$ cat config.mk
export PLATFORM = sky130hd
export DESIGN_NAME = dotp_top
export DESIGN_NICKNAME = d
export VERILOG_FILES = /design/src/inc/dotp_pkg.sv /design/src/rtl/dotp_top.sv
export SDC_FILE = /design/constraint.sdc
export NUM_CORES = 1
export LEC_CHECK = 0
export BUFFER_PORTS_ARGS = -buffer_cell sky130_fd_sc_hd__clkbuf_2
export CAP_MARGIN = 20
export CORE_ASPECT_RATIO = 0.75
export CORE_MARGIN = 2
export CORE_UTILIZATION = 40
export CTS_BUF_LIST = sky130_fd_sc_hd__clkbuf_2 sky130_fd_sc_hd__clkbuf_4 sky130_fd_sc_hd__clkbuf_8
export DETAILED_ROUTE_END_ITERATION = 12
export PLACE_DENSITY = 0.64
export SYNTH_ARGS = -nofsm -noshare
export SYNTH_HDL_FRONTEND = slang
export SYNTH_SLANG_ARGS = --single-unit
$ cat constraint.sdc
create_clock -name clk_i -period 11.23 [get_ports clk_i]
set_input_delay 1.123 -clock clk_i [delete_from_list [all_inputs] [get_ports clk_i]]
set_output_delay 1.123 -clock clk_i [all_outputs]
set_load 0.05 [all_outputs]
$ cat src/inc/dotp_pkg.sv
// constants, types and register map of the digital output test and pulse generator
// assumes a 20 MHz system clock and a classic wishbone slave with 32-bit data
package dotp_pkg;

  // clock and time base
  localparam int unsigned CLK_HZ            = 20_000_000;
  localparam int unsigned CLK_MHZ           = 20;
  localparam int unsigned SLOT_US           = 10_000;
  localparam int unsigned SLOT_CYCLES       = SLOT_US * CLK_MHZ;
  localparam int unsigned LOW_MAX_US        = 5_000;
  localparam int unsigned LOW_MAX_CYCLES    = LOW_MAX_US * CLK_MHZ;
  localparam int unsigned COMPAT_LOW_US     = 40_000;
  localparam int unsigned COMPAT_LOW_CYCLES = COMPAT_LOW_US * CLK_MHZ;

  // rate limits
  localparam int unsigned MAX_SLOT_PULSES   = 100;
  localparam int unsigned PULSE_RATE_SCALE  = 100;

  // widths
  localparam int unsigned ADR_W  = 18;
  localparam int unsigned IDX_W  = 16;
  localparam int unsigned ACC_W  = 25;
  localparam int unsigned SDIV_W = 24;
  localparam int unsigned LOW_W  = 20;
  localparam int unsigned AMT_W  = 16;
  localparam int unsigned LIM_W  = 8;

  // register indices, byte address is four times the index
  localparam logic [IDX_W-1:0] IDX_SW0_TEST_EN  = 16'h6D18;
  localparam logic [IDX_W-1:0] IDX_SW0_TEST_LVL = 16'h6D1A;
  localparam logic [IDX_W-1:0] IDX_SW1_TEST_EN  = 16'h6E18;
  localparam logic [IDX_W-1:0] IDX_SW1_TEST_LVL = 16'h6E1A;
  localparam logic [IDX_W-1:0] IDX_P0_BASE      = 16'h6D00;
  localparam logic [IDX_W-1:0] IDX_P1_BASE      = 16'h6E00;
  localparam logic [IDX_W-1:0] OFS_P_TEST_EN    = 16'h0002;
  localparam logic [IDX_W-1:0] OFS_P_AMOUNT     = 16'h0004;
  localparam logic [IDX_W-1:0] OFS_P_MODE       = 16'h0006;
  localparam logic [IDX_W-1:0] OFS_P_LIMIT      = 16'h0008;
  localparam logic [IDX_W-1:0] OFS_P_COUNT      = 16'h000A;
  localparam logic [IDX_W-1:0] IDX_SLOT_DIV     = 16'h6F00;
  localparam logic [IDX_W-1:0] IDX_STATUS       = 16'h6F02;

  // pulse output modes
  typedef enum logic [2:0] {
    MODE_OFF         = 3'h0,
    MODE_PULSE_FWD   = 3'h1,
    MODE_PULSE_REV   = 3'h2,
    MODE_PULSE_90    = 3'h3,
    MODE_FREQ_FAST   = 3'h4,
    MODE_FREQ_COMPAT = 3'h5
  } dotp_mode_t;

  // wishbone slave answer state
  typedef enum logic {
    WB_IDLE = 1'b0,
    WB_ACK  = 1'b1
  } dotp_wb_state_t;

  // wishbone request from the master
  typedef struct packed {
    logic             cyc;
    logic             stb;
    logic             we;
    logic [3:0]       sel;
    logic [ADR_W-1:0] adr;
    logic [31:0]      dat;
  } dotp_wb_req_t;

  // software settings of one versatile output
  typedef struct packed {
    logic [2:0]       mode;
    logic             test_on;
    logic [AMT_W-1:0] amount;
    logic [LIM_W-1:0] limit;
  } dotp_vchan_t;

  localparam logic [LIM_W-1:0] LIMIT_RST = 8'h64;
  localparam dotp_vchan_t VCH_RST = '{mode: 3'h0, test_on: 1'b0, amount: 16'h0000,
                                      limit: LIMIT_RST};

endpackage

$ cat src/rtl/dotp_top.sv
// switched output test forcing and versatile pulse / frequency generation
// assumes synchronous inputs, one 20 MHz clock and a classic wishbone master
//
// Chosen here: the Wishbone interface to the registers.
`timescale 1ns/1ns

// Notes on behaviour
// register writes reach outputs without restart
// reset returns every test setting to inactive
// test enable drives switched output to level
// level change flips the forced output
// clearing enable restores normal output function
// mode register selects pulse or frequency meaning
// pulse test emits amount pulses per slot
// pulse rate equals amount times hundred
// frequency test uses amount as hertz
// low phase capped at five milliseconds
// compatibility mode caps low at forty ms
// never more than hundred pulses per slot
// per channel slot limit caps pulse count
// forward pulses suppressed during reverse flow
// reverse pulses suppressed during positive flow
// reversal moves second output to 270 degrees
// receiver uses frequency for rate, pulses for totals
// programmable slot divider, pulses spread evenly
module dotp_top
  import dotp_pkg::*;
#(
  parameter int unsigned SLOT_DIV_RST   = SLOT_CYCLES,
  parameter int unsigned LOW_MAX_CYC    = LOW_MAX_CYCLES,
  parameter int unsigned COMPAT_LOW_CYC = COMPAT_LOW_CYCLES
) (
  // system
  input  wire logic         clk_i,
  input  wire dotp_wb_req_t wb_i,
  input  wire logic         rst_i,
  // wishbone answer
  output logic              wb_ack_o,
  output logic [31:0]       wb_dat_o,
  // normal function and flow direction
  input  wire logic [1:0]   sw_normal_i,
  input  wire logic         flow_reverse_i,
  // physical outputs
  output logic [1:0]        sw_out_o,
  output logic [1:0]        pls_out_o
);

  // refuse slot and compatibility low settings the counters cannot hold
  if (SLOT_DIV_RST < 4 || SLOT_DIV_RST >= (1 << SDIV_W)) begin : g_chk_slot
    $error("slot divider reset out of range");
  end
  if (LOW_MAX_CYC < 1 || COMPAT_LOW_CYC >= (1 << LOW_W)) begin : g_chk_low
    $error("low phase limit out of range");
  end

  // smaller of a value and a limit
  function automatic logic [AMT_W-1:0] clamp(input logic [AMT_W-1:0] v,
                                             input logic [AMT_W-1:0] lim);
    return (v > lim) ? lim : v;
  endfunction

  // byte lane merge of a write
  function automatic logic [31:0] merge(input logic [31:0] old, input logic [31:0] d,
                                        input logic [3:0] sel);
    logic [31:0] r;
    r = old;
    for (int b = 0; b < 4; b++) begin
      if (sel[b]) begin
        r[8*b +: 8] = d[8*b +: 8];
      end
    end
    return r;
  endfunction

  // base index of a versatile channel
  function automatic logic [IDX_W-1:0] pbase(input int c);
    return (c == 0) ? IDX_P0_BASE : IDX_P1_BASE;
  endfunction

  // state
  dotp_wb_state_t    wb_state, next_wb_state;
  logic [31:0]       rd_data, next_rd_data;
  logic [1:0]        sw_en, next_sw_en;
  logic [1:0]        sw_lvl, next_sw_lvl;
  dotp_vchan_t       vch [2];
  dotp_vchan_t       next_vch [2];
  logic [SDIV_W-1:0] slot_div, next_slot_div;
  logic [SDIV_W-1:0] slot_cnt, next_slot_cnt;
  logic [ACC_W-1:0]  acc [2];
  logic [ACC_W-1:0]  next_acc [2];
  logic [LOW_W-1:0]  low_cnt [2];
  logic [LOW_W-1:0]  next_low_cnt [2];
  logic [31:0]       pcount [2];
  logic [31:0]       next_pcount [2];
  logic [1:0]        next_sw_out, next_pls_out;

  // decode
  logic [IDX_W-1:0]  idx;
  logic              req, wr;
  logic [1:0]        start_wr;
  logic              slot_tick;

  // per channel datapath terms
  logic [1:0]        is_pulse, run, wrap, low_ph;
  logic [ACC_W-1:0]  modulus [2];
  logic [ACC_W-1:0]  inc [2];
  logic [LOW_W-1:0]  low_max [2];

  // bus decode, writes land at the edge that carries ack
  assign idx = wb_i.adr[ADR_W-1:2];
  assign req = wb_i.cyc & wb_i.stb;
  assign wr  = req & wb_i.we & wb_ack_o;
  // only a nonzero test enable write starts a channel; a stop keeps the count
  assign start_wr[0] = wr && (idx == (pbase(0) | OFS_P_TEST_EN))
                    && (merge(32'h0000_0000, wb_i.dat, wb_i.sel) != 32'h0000_0000);
  assign start_wr[1] = wr && (idx == (pbase(1) | OFS_P_TEST_EN))
                    && (merge(32'h0000_0000, wb_i.dat, wb_i.sel) != 32'h0000_0000);
  assign slot_tick = (slot_cnt >= slot_div - 1'b1);

  // wishbone answer and read mux
  always_comb begin
    next_wb_state = WB_IDLE;
    next_rd_data  = rd_data;
    if (wb_state == WB_IDLE && req) begin
      next_wb_state = WB_ACK;
      next_rd_data  = 32'h0000_0000;
      case (idx)
        IDX_SW0_TEST_EN:  next_rd_data = {31'h0, sw_en[0]};
        IDX_SW0_TEST_LVL: next_rd_data = {31'h0, sw_lvl[0]};
        IDX_SW1_TEST_EN:  next_rd_data = {31'h0, sw_en[1]};
        IDX_SW1_TEST_LVL: next_rd_data = {31'h0, sw_lvl[1]};
        IDX_SLOT_DIV:     next_rd_data = {8'h00, slot_div};
        IDX_STATUS:       next_rd_data = {27'h0, flow_reverse_i, pls_out_o, sw_out_o};
        default: begin
          for (int c = 0; c < 2; c++) begin
            if (idx == (pbase(c) | OFS_P_TEST_EN)) next_rd_data = {31'h0, vch[c].test_on};
            if (idx == (pbase(c) | OFS_P_AMOUNT)) next_rd_data = {16'h0, vch[c].amount};
            if (idx == (pbase(c) | OFS_P_MODE)) next_rd_data = {29'h0, vch[c].mode};
            if (idx == (pbase(c) | OFS_P_LIMIT)) next_rd_data = {24'h0, vch[c].limit};
            if (idx == (pbase(c) | OFS_P_COUNT)) next_rd_data = pcount[c];
          end
        end
      endcase
    end
  end

  // software registers
  always_comb begin
    logic [31:0] m;
    m = 32'h0000_0000;
    next_sw_en    = sw_en;
    next_sw_lvl   = sw_lvl;
    next_slot_div = slot_div;
    for (int c = 0; c < 2; c++) begin
      next_vch[c] = vch[c];
    end
    if (wr) begin
      case (idx)
        IDX_SW0_TEST_EN: begin
          m = merge({31'h0, sw_en[0]}, wb_i.dat, wb_i.sel);
          next_sw_en[0] = m[0];
        end
        IDX_SW0_TEST_LVL: begin
          m = merge({31'h0, sw_lvl[0]}, wb_i.dat, wb_i.sel);
          next_sw_lvl[0] = m[0];
        end
        IDX_SW1_TEST_EN: begin
          m = merge({31'h0, sw_en[1]}, wb_i.dat, wb_i.sel);
          next_sw_en[1] = m[0];
        end
        IDX_SW1_TEST_LVL: begin
          m = merge({31'h0, sw_lvl[1]}, wb_i.dat, wb_i.sel);
          next_sw_lvl[1] = m[0];
        end
        IDX_SLOT_DIV: begin
          m = merge({8'h00, slot_div}, wb_i.dat, wb_i.sel);
          next_slot_div = (m[SDIV_W-1:0] < 24'h000004) ? 24'h000004 : m[SDIV_W-1:0];
        end
        default: begin
          for (int c = 0; c < 2; c++) begin
            if (idx == (pbase(c) | OFS_P_TEST_EN)) begin // zero stops, nonzero starts
              m = merge(32'h0000_0000, wb_i.dat, wb_i.sel);
              next_vch[c].test_on = (m != 32'h0000_0000);
            end
            if (idx == (pbase(c) | OFS_P_AMOUNT)) begin
              m = merge({16'h0, vch[c].amount}, wb_i.dat, wb_i.sel);
              next_vch[c].amount = m[AMT_W-1:0];
            end
            if (idx == (pbase(c) | OFS_P_MODE)) begin
              m = merge({29'h0, vch[c].mode}, wb_i.dat, wb_i.sel);
              next_vch[c].mode = m[2:0];
            end
            if (idx == (pbase(c) | OFS_P_LIMIT)) begin
              m = merge({24'h0, vch[c].limit}, wb_i.dat, wb_i.sel);
              next_vch[c].limit = m[LIM_W-1:0];
            end
          end
        end
      endcase
    end
  end

  // per channel rate, gating and phase terms
  always_comb begin
    logic [ACC_W:0]   sum;
    logic [AMT_W-1:0] lim;
    logic             gated;
    sum   = '0;
    lim   = '0;
    gated = 1'b0;
    for (int c = 0; c < 2; c++) begin
      is_pulse[c] = vch[c].mode == MODE_PULSE_FWD || vch[c].mode == MODE_PULSE_REV
                 || vch[c].mode == MODE_PULSE_90;
      lim = clamp({8'h00, vch[c].limit}, AMT_W'(MAX_SLOT_PULSES));
      gated = (vch[c].mode == MODE_PULSE_FWD && flow_reverse_i)
           || (vch[c].mode == MODE_PULSE_REV && !flow_reverse_i);
      run[c] = vch[c].test_on && !gated
            && (is_pulse[c] || vch[c].mode == MODE_FREQ_FAST
                || vch[c].mode == MODE_FREQ_COMPAT);
      // pulse mode divides the slot, frequency mode divides one second
      modulus[c] = is_pulse[c] ? {1'b0, slot_div} : ACC_W'(CLK_HZ);
      inc[c] = is_pulse[c] ? {9'h000, clamp(vch[c].amount, lim)}
             : {9'h000, clamp(vch[c].amount, AMT_W'(lim * PULSE_RATE_SCALE))};
      low_max[c] = (vch[c].mode == MODE_FREQ_COMPAT) ? LOW_W'(COMPAT_LOW_CYC)
                 : LOW_W'(LOW_MAX_CYC);
      sum = {1'b0, acc[c]} + {1'b0, inc[c]};
      wrap[c] = run[c] && (sum >= {1'b0, modulus[c]});
      low_ph[c] = run[c] && (acc[c] >= (modulus[c] >> 1)) && (low_cnt[c] < low_max[c]);
    end
  end

  // accumulators, low timers, counters and output levels
  always_comb begin
    logic [ACC_W:0]   sum;
    logic [ACC_W-1:0] quarter;
    logic [ACC_W-1:0] half;
    logic [ACC_W-1:0] q;
    sum     = '0;
    quarter = modulus[0] >> 2;
    half    = modulus[0] >> 1;
    q       = acc[0];
    // a starting test opens a fresh slot, so its first slot is whole
    next_slot_cnt = (slot_tick || start_wr != 2'b00) ? '0 : slot_cnt + 1'b1;
    for (int c = 0; c < 2; c++) begin
      sum = {1'b0, acc[c]} + {1'b0, inc[c]};
      next_acc[c] = wrap[c] ? ACC_W'(sum - {1'b0, modulus[c]}) : sum[ACC_W-1:0];
      if (!run[c] || start_wr[c]) begin
        next_acc[c] = '0;
      end else if (is_pulse[c] && slot_tick) begin
        next_acc[c] = '0; // every slot starts clean
      end
      if (!run[c] || start_wr[c] || wrap[c]) begin
        next_low_cnt[c] = '0;
      end else if (low_ph[c]) begin
        next_low_cnt[c] = low_cnt[c] + 1'b1;
      end else begin
        next_low_cnt[c] = low_cnt[c];
      end
      if (start_wr[c]) begin
        next_pcount[c] = 32'h0000_0000;
      end else if (wrap[c]) begin
        next_pcount[c] = pcount[c] + 1'b1;
      end else begin
        next_pcount[c] = pcount[c];
      end
      next_pls_out[c] = !low_ph[c]; // idle high, pulse is a low phase
      next_sw_out[c]  = sw_en[c] ? sw_lvl[c] : sw_normal_i[c];
    end
    // first output falls at half a period; the second falls a quarter later,
    // or three quarters later while flow reverses
    // the wrapped part of the forward window waits for the first wrap
    if (vch[0].mode == MODE_PULSE_90) begin
      if (!flow_reverse_i) begin
        next_pls_out[1] = !(run[0] && (q >= quarter + half
                            || (q < quarter && pcount[0] != 32'h0000_0000)));
      end else begin
        next_pls_out[1] = !(run[0] && q >= quarter && q < quarter + half);
      end
    end
  end

  // register stage, reset clears every test setting
  always_ff @(posedge clk_i) begin
    if (rst_i) begin
      wb_state  <= WB_IDLE;
      wb_ack_o  <= 1'b0;
      rd_data   <= 32'h0000_0000;
      sw_en     <= 2'h0;
      sw_lvl    <= 2'h0;
      slot_div  <= SDIV_W'(SLOT_DIV_RST);
      slot_cnt  <= '0;
      sw_out_o  <= 2'h0;
      pls_out_o <= 2'h3;
      for (int c = 0; c < 2; c++) begin
        vch[c]     <= VCH_RST;
        acc[c]     <= '0;
        low_cnt[c] <= '0;
        pcount[c]  <= 32'h0000_0000;
      end
    end else begin
      wb_state  <= next_wb_state;
      wb_ack_o  <= (next_wb_state == WB_ACK);
      rd_data   <= next_rd_data;
      sw_en     <= next_sw_en;
      sw_lvl    <= next_sw_lvl;
      slot_div  <= next_slot_div;
      slot_cnt  <= next_slot_cnt;
      sw_out_o  <= next_sw_out;
      pls_out_o <= next_pls_out;
      for (int c = 0; c < 2; c++) begin
        vch[c]     <= next_vch[c];
        acc[c]     <= next_acc[c];
        low_cnt[c] <= next_low_cnt[c];
        pcount[c]  <= next_pcount[c];
      end
    end
  end

  assign wb_dat_o = rd_data;

  // checking helpers: pulses per slot and length of low phases on output 0
  logic [7:0]  slot_wraps0;
  logic        steady0;
  logic [LOW_W:0] low_run0;
  always_ff @(posedge clk_i) begin
    if (rst_i) begin
      slot_wraps0 <= 8'h00;
      steady0     <= 1'b0;
      low_run0    <= '0;
    end else begin
      slot_wraps0 <= slot_tick ? 8'h00 : slot_wraps0 + {7'h00, wrap[0]};
      if (slot_tick) begin
        steady0 <= run[0] && is_pulse[0];
      end else if (!run[0] || start_wr != 2'b00 || slot_div != next_slot_div
                   || vch[0] != next_vch[0]) begin
        steady0 <= 1'b0;
      end
      low_run0 <= pls_out_o[0] ? '0 : low_run0 + 1'b1;
    end
  end
endmodule

==> summary.md <==
| Metric | Value |
|---|---|
| Status | `completed` |
| Die span in x | `292.3 µm` |
| Via count | `23934` |
| Setup_tns | `0 ns` |
| Max_slew headroom | `21.09%` |
| CP Class | `reg -> reg` |
| H-tree depth | `2` |
| Num rows | `79` |
| Prevailing post-synth register cell | `dfxtp_1` |
| Initial core utilization | `40.30%` |
| Post-synth ARST share | `0%` |
| Synth warnings | `0` |
| Lkg Pwr | `11.66 nW` |
| Largest net degree at the start of global routing | `70` |
| Synth cell types | `90` |
| CP max stage delay | `0.65 ns` |
| Number of fill cells | `6237` |
| Hold Path Class | `reg -> reg` |
| Max FO, Critical Path | `23` |
| Num CTS Buffers | `51` |
| R2R setup slack | `0.69 ns` |
| Sequential area share after synthesis | `between 20% and 30%` |
| DR WL/cell | `a little over 20 µm` |
| Proportion of layout cells with a drive suffix above 1 | `8.872%` |
| RD Place Congestion | `0.9359` |
| RR Startpoint | `vch[0][1]$_SDFFE_PP0P_` |
| Worst VDD drop | `0.08314 mV` |
| CTS tree | `done` |
| DR DRC count | `0` |
| Via density per instance | `~5.9` |
| # IOs | `99` |
| Fmax | `94.90 MHz` |
| Worst reg2reg endpoint | `acc[0][8]$_SDFF_PP0_` |
| # port buffers | `96` |
| Crit path max-delay cell type | `or4b_2` |
| CP dominant cell by count | `ha_1` |
| Initial antenna violation count | `5` |
| Final setup fails | `0` |
| Antenna Nets Post-Route | `0` |
| Register area | `0.005986 mm²` |
| WHS | `0.4810 ns` |
| Worst r2r path cells | `42` |
| CP Capture Type | `flop` |
| PwrDens | `83.65 mW/mm²` |
| Period utilization | `93.84%` |
| Tightest Pin Transition | `1.168 ns` |
| Post-Syn Area per Cell | `roughly 8.0 µm²` |
| Initial DRC Count | `2694` |
| Worst hold path depth | `1` |
| Critical path launch point type | `flop` |
| Pre-Repair DR Iteration Count | `8` |
| Area of the multi-input gates | `0.01809 mm²` |
| Synth-to-Final Area Change | `10.36%` |
| Maxcap violations | `0` |
| Clock skew | `0.04395 ns` |
| DPL Wire Length | `roughly 64000 µm` |
| Longest Clk Path Bufs | `3` |
| Gr ovfl total | `0` |
| Clock transition at the registers of the reported paths | `0.07 ns` |
| Final Hold Fails | `0` |
| Gr usage total | `25.30%` |
| Min cycle time layout | `roughly 11 ns` |
| Routed WL | `82770 µm` |
| RSZ-0062 raised after global routing | `no` |
| CP Data Required Time | `11.79 ns` |
| Die height | `220.2 µm` |
| Number of global-route vias before repair | `21372` |
| First-pass GRT wire length | `127600 µm` |
| Hold endpoint | `slot_cnt[0]$_SDFF_PP0_` |
| Number of synthesized flops with an enable pin | `0` |
| Core area | `about 0.062 mm²` |
| Gate Count Post-Synth | `3114` |
| DIE AREA | `0.06437 mm²` |
| Crit path arrival time | `~11 ns` |
| HP Start | `slot_cnt[0]$_SDFF_PP0_` |
| Clock root buffer master | `clkbuf_8` |
| Post-Syn Area | `approximately 0.025 mm²` |
| Fin. max-slew vios | `0` |
| Post-CTS setup buffers | `0` |
| Clk_lat worst skew | `around 0.68 ns` |
| Power after layout | `0.002302 W` |
| Clock sink count | `between 200 and 300` |
| Register bit total from synthesis | `299` |
| Final net count | `3619` |
[sequential cells by signal, summed over array words and instances (netlist names)]
register and cells:
acc 50, low_cnt 40, pcount 64, pls_out_o 2, slot_cnt 24, slot_div 24, sw_en 2, sw_lvl 2
sw_out_o 2, vch 56, wb_dat_o 32, wb_state 1
[cells by family (layout without fill, tap and decap cells)]
kind of cell | Yosys count | in the layout | share of synthesized area, %
buf+inv | 251 | 364 | 3.874
compound gates | 781 | 781 | 20.88
flops | 299 | 299 | 24.00
fa+ha+maj | 360 | 360 | 18.39
mux | 81 | 81 | 3.266
other cells | 2 | 11 | 0.03012
xor+xnor | 202 | 202 | 7.095
simple gates | 1138 | 1138 | 22.45
[what timing repair did]
action	CTS	global route
resized for setup	0	9
hold endpoints to repair	0	0
hold buffers	0	0
endpoints found under the setup margin	0	102
[Yosys cell counts (10+ instances only)]
cell type | n | area [µm²]
o21ai_0 | 139 | 695.7
nand4_1 | 61 | 381.6
o21bai_1 | 25 | 187.7
mux2i_1 | 78 | 780.8
fa_1 | 11 | 220.2
or4_1 | 32 | 240.2
nor4_1 | 43 | 269.0
or3_1 | 46 | 287.8
xor2_1 | 86 | 753.2
a22oi_1 | 23 | 172.7
a221oi_1 | 28 | 245.2
nand3b_1 | 12 | 90.09
nand2_1 | 250 | 938.4
dfxtp_1 | 299 | 5986
o31ai_1 | 31 | 232.7
a211oi_1 | 50 | 375.4
and2_1 | 18 | 112.6
clkbuf_1 | 101 | 379.1
o221a_2 | 10 | 112.6
and4_1 | 13 | 113.9
and3_1 | 41 | 256.5
inv_1 | 141 | 529.3
nand3_1 | 76 | 380.4
a21oi_1 | 202 | 1011
a222oi_1 | 22 | 220.2
nand2b_1 | 23 | 143.9
xnor2_1 | 116 | 1016
o211ai_1 | 20 | 150.1
a21o_1 | 72 | 540.5
o21a_1 | 37 | 277.8
nor2b_1 | 33 | 206.5
ha_1 | 349 | 4367
a31oi_1 | 25 | 156.4
nor2_1 | 374 | 1404
or2_2 | 14 | 87.58
nor3_1 | 64 | 320.3
o2111ai_1 | 15 | 131.4
[metrics by stage]
| step | cells | setup WS [ns] | instance area, µm² | util, % |
|---|---|---|---|---|
| 6_report | 4046 | 0.6923 | 27520 | 44.48 |
| 5_1_grt | 4046 | 0.01262 | 27520 | 44.48 |
| 4_1_cts | 4042 | 0.5146 | 27420 | 44.32 |
| 3_5_place_dp | 3951 | 0.5608 | 26310 | 42.52 |
| 3_3_place_gp | 3950 | 0.7692 | 26310 | 42.51 |
| 2_1_floorplan | 3122 | 1.917 | 24970 | - |
[power breakdown]
part	internal, W	total, W	switching (W)
registers	0.00107	0.00108	0.00000921
logic	0.0000337	0.000122	0.0000878
clock network	0.000607	0.00110	0.000495
total	0.00171	0.00230	0.000592
[layout make-up]
class | instances | share of cell area [%]
timing repair buffer | 131 | 2.864
antenna | 1 | 0.009093
tap | 810 | 3.683
sequential | 299 | 21.75
clock buffer | 80 | 3.592
multi-input combinational | 2572 | 65.72
clock inverter | 11 | 0.4456
inverter | 142 | 1.937
[how the worst max path moves through the flow]
stage / from / end / slack, ns
global placement: vch[0][0]$_SDFFE_PP0P_ / low_cnt[0][4]$_SDFFE_PP0P_ / 0.77
detailed placement: vch[0][0]$_SDFFE_PP0P_ / low_cnt[0][4]$_SDFFE_PP0P_ / 0.56
floorplan: vch[0][0]$_SDFFE_PP0P_ / pcount[0][24]$_SDFFE_PP0N_ / 1.92
finish: vch[0][1]$_SDFFE_PP0P_ / acc[0][8]$_SDFF_PP0_ / 0.69
CTS: vch[0][1]$_SDFFE_PP0P_ / low_cnt[0][4]$_SDFFE_PP0P_ / 0.51
global route: vch[0][1]$_SDFFE_PP0P_ / acc[0][2]$_SDFF_PP0_ / 0.01
[worst max-delay path, delay by kind of cell, from the launching register on]
kind / cells / cell delay, ns
XOR/XNOR: 2 / 0.49
flip-flops: 1 / 0.36
AND/OR/NAND/NOR: 9 / 1.85
adder cells (fa/ha/maj): 7 / 2.42
buffers and inverters: 5 / 0.76
AO/OA/AOI/OAI: 19 / 4.56
[cell usage in the layout (no fill, tap or decap), types with 78 or more instances in the layout]
cell and instances:
a21oi_1 200, xnor2_1 116, xor2_1 86, ha_1 349
dfxtp_1 299, mux2i_1 78, clkbuf_2 95, o21ai_0 138
nand2_1 250, inv_1 141, nor2_1 371
[routing by layer]
| metal | part of all wire, % | up-vias | global-route usage [%] |
|---|---|---|---|
| met5 | 0.077 | - | 0 |
| met4 | 2.5 | 8 | 6.872 |
| met3 | 11 | 126 | 5.293 |
| met2 | 38 | 1026 | 34.48 |
| met1 | 49 | 11136 | 39.25 |
| li1 | - | 11638 | - |
No activity file was read; power rests on OpenSTA's default activity.
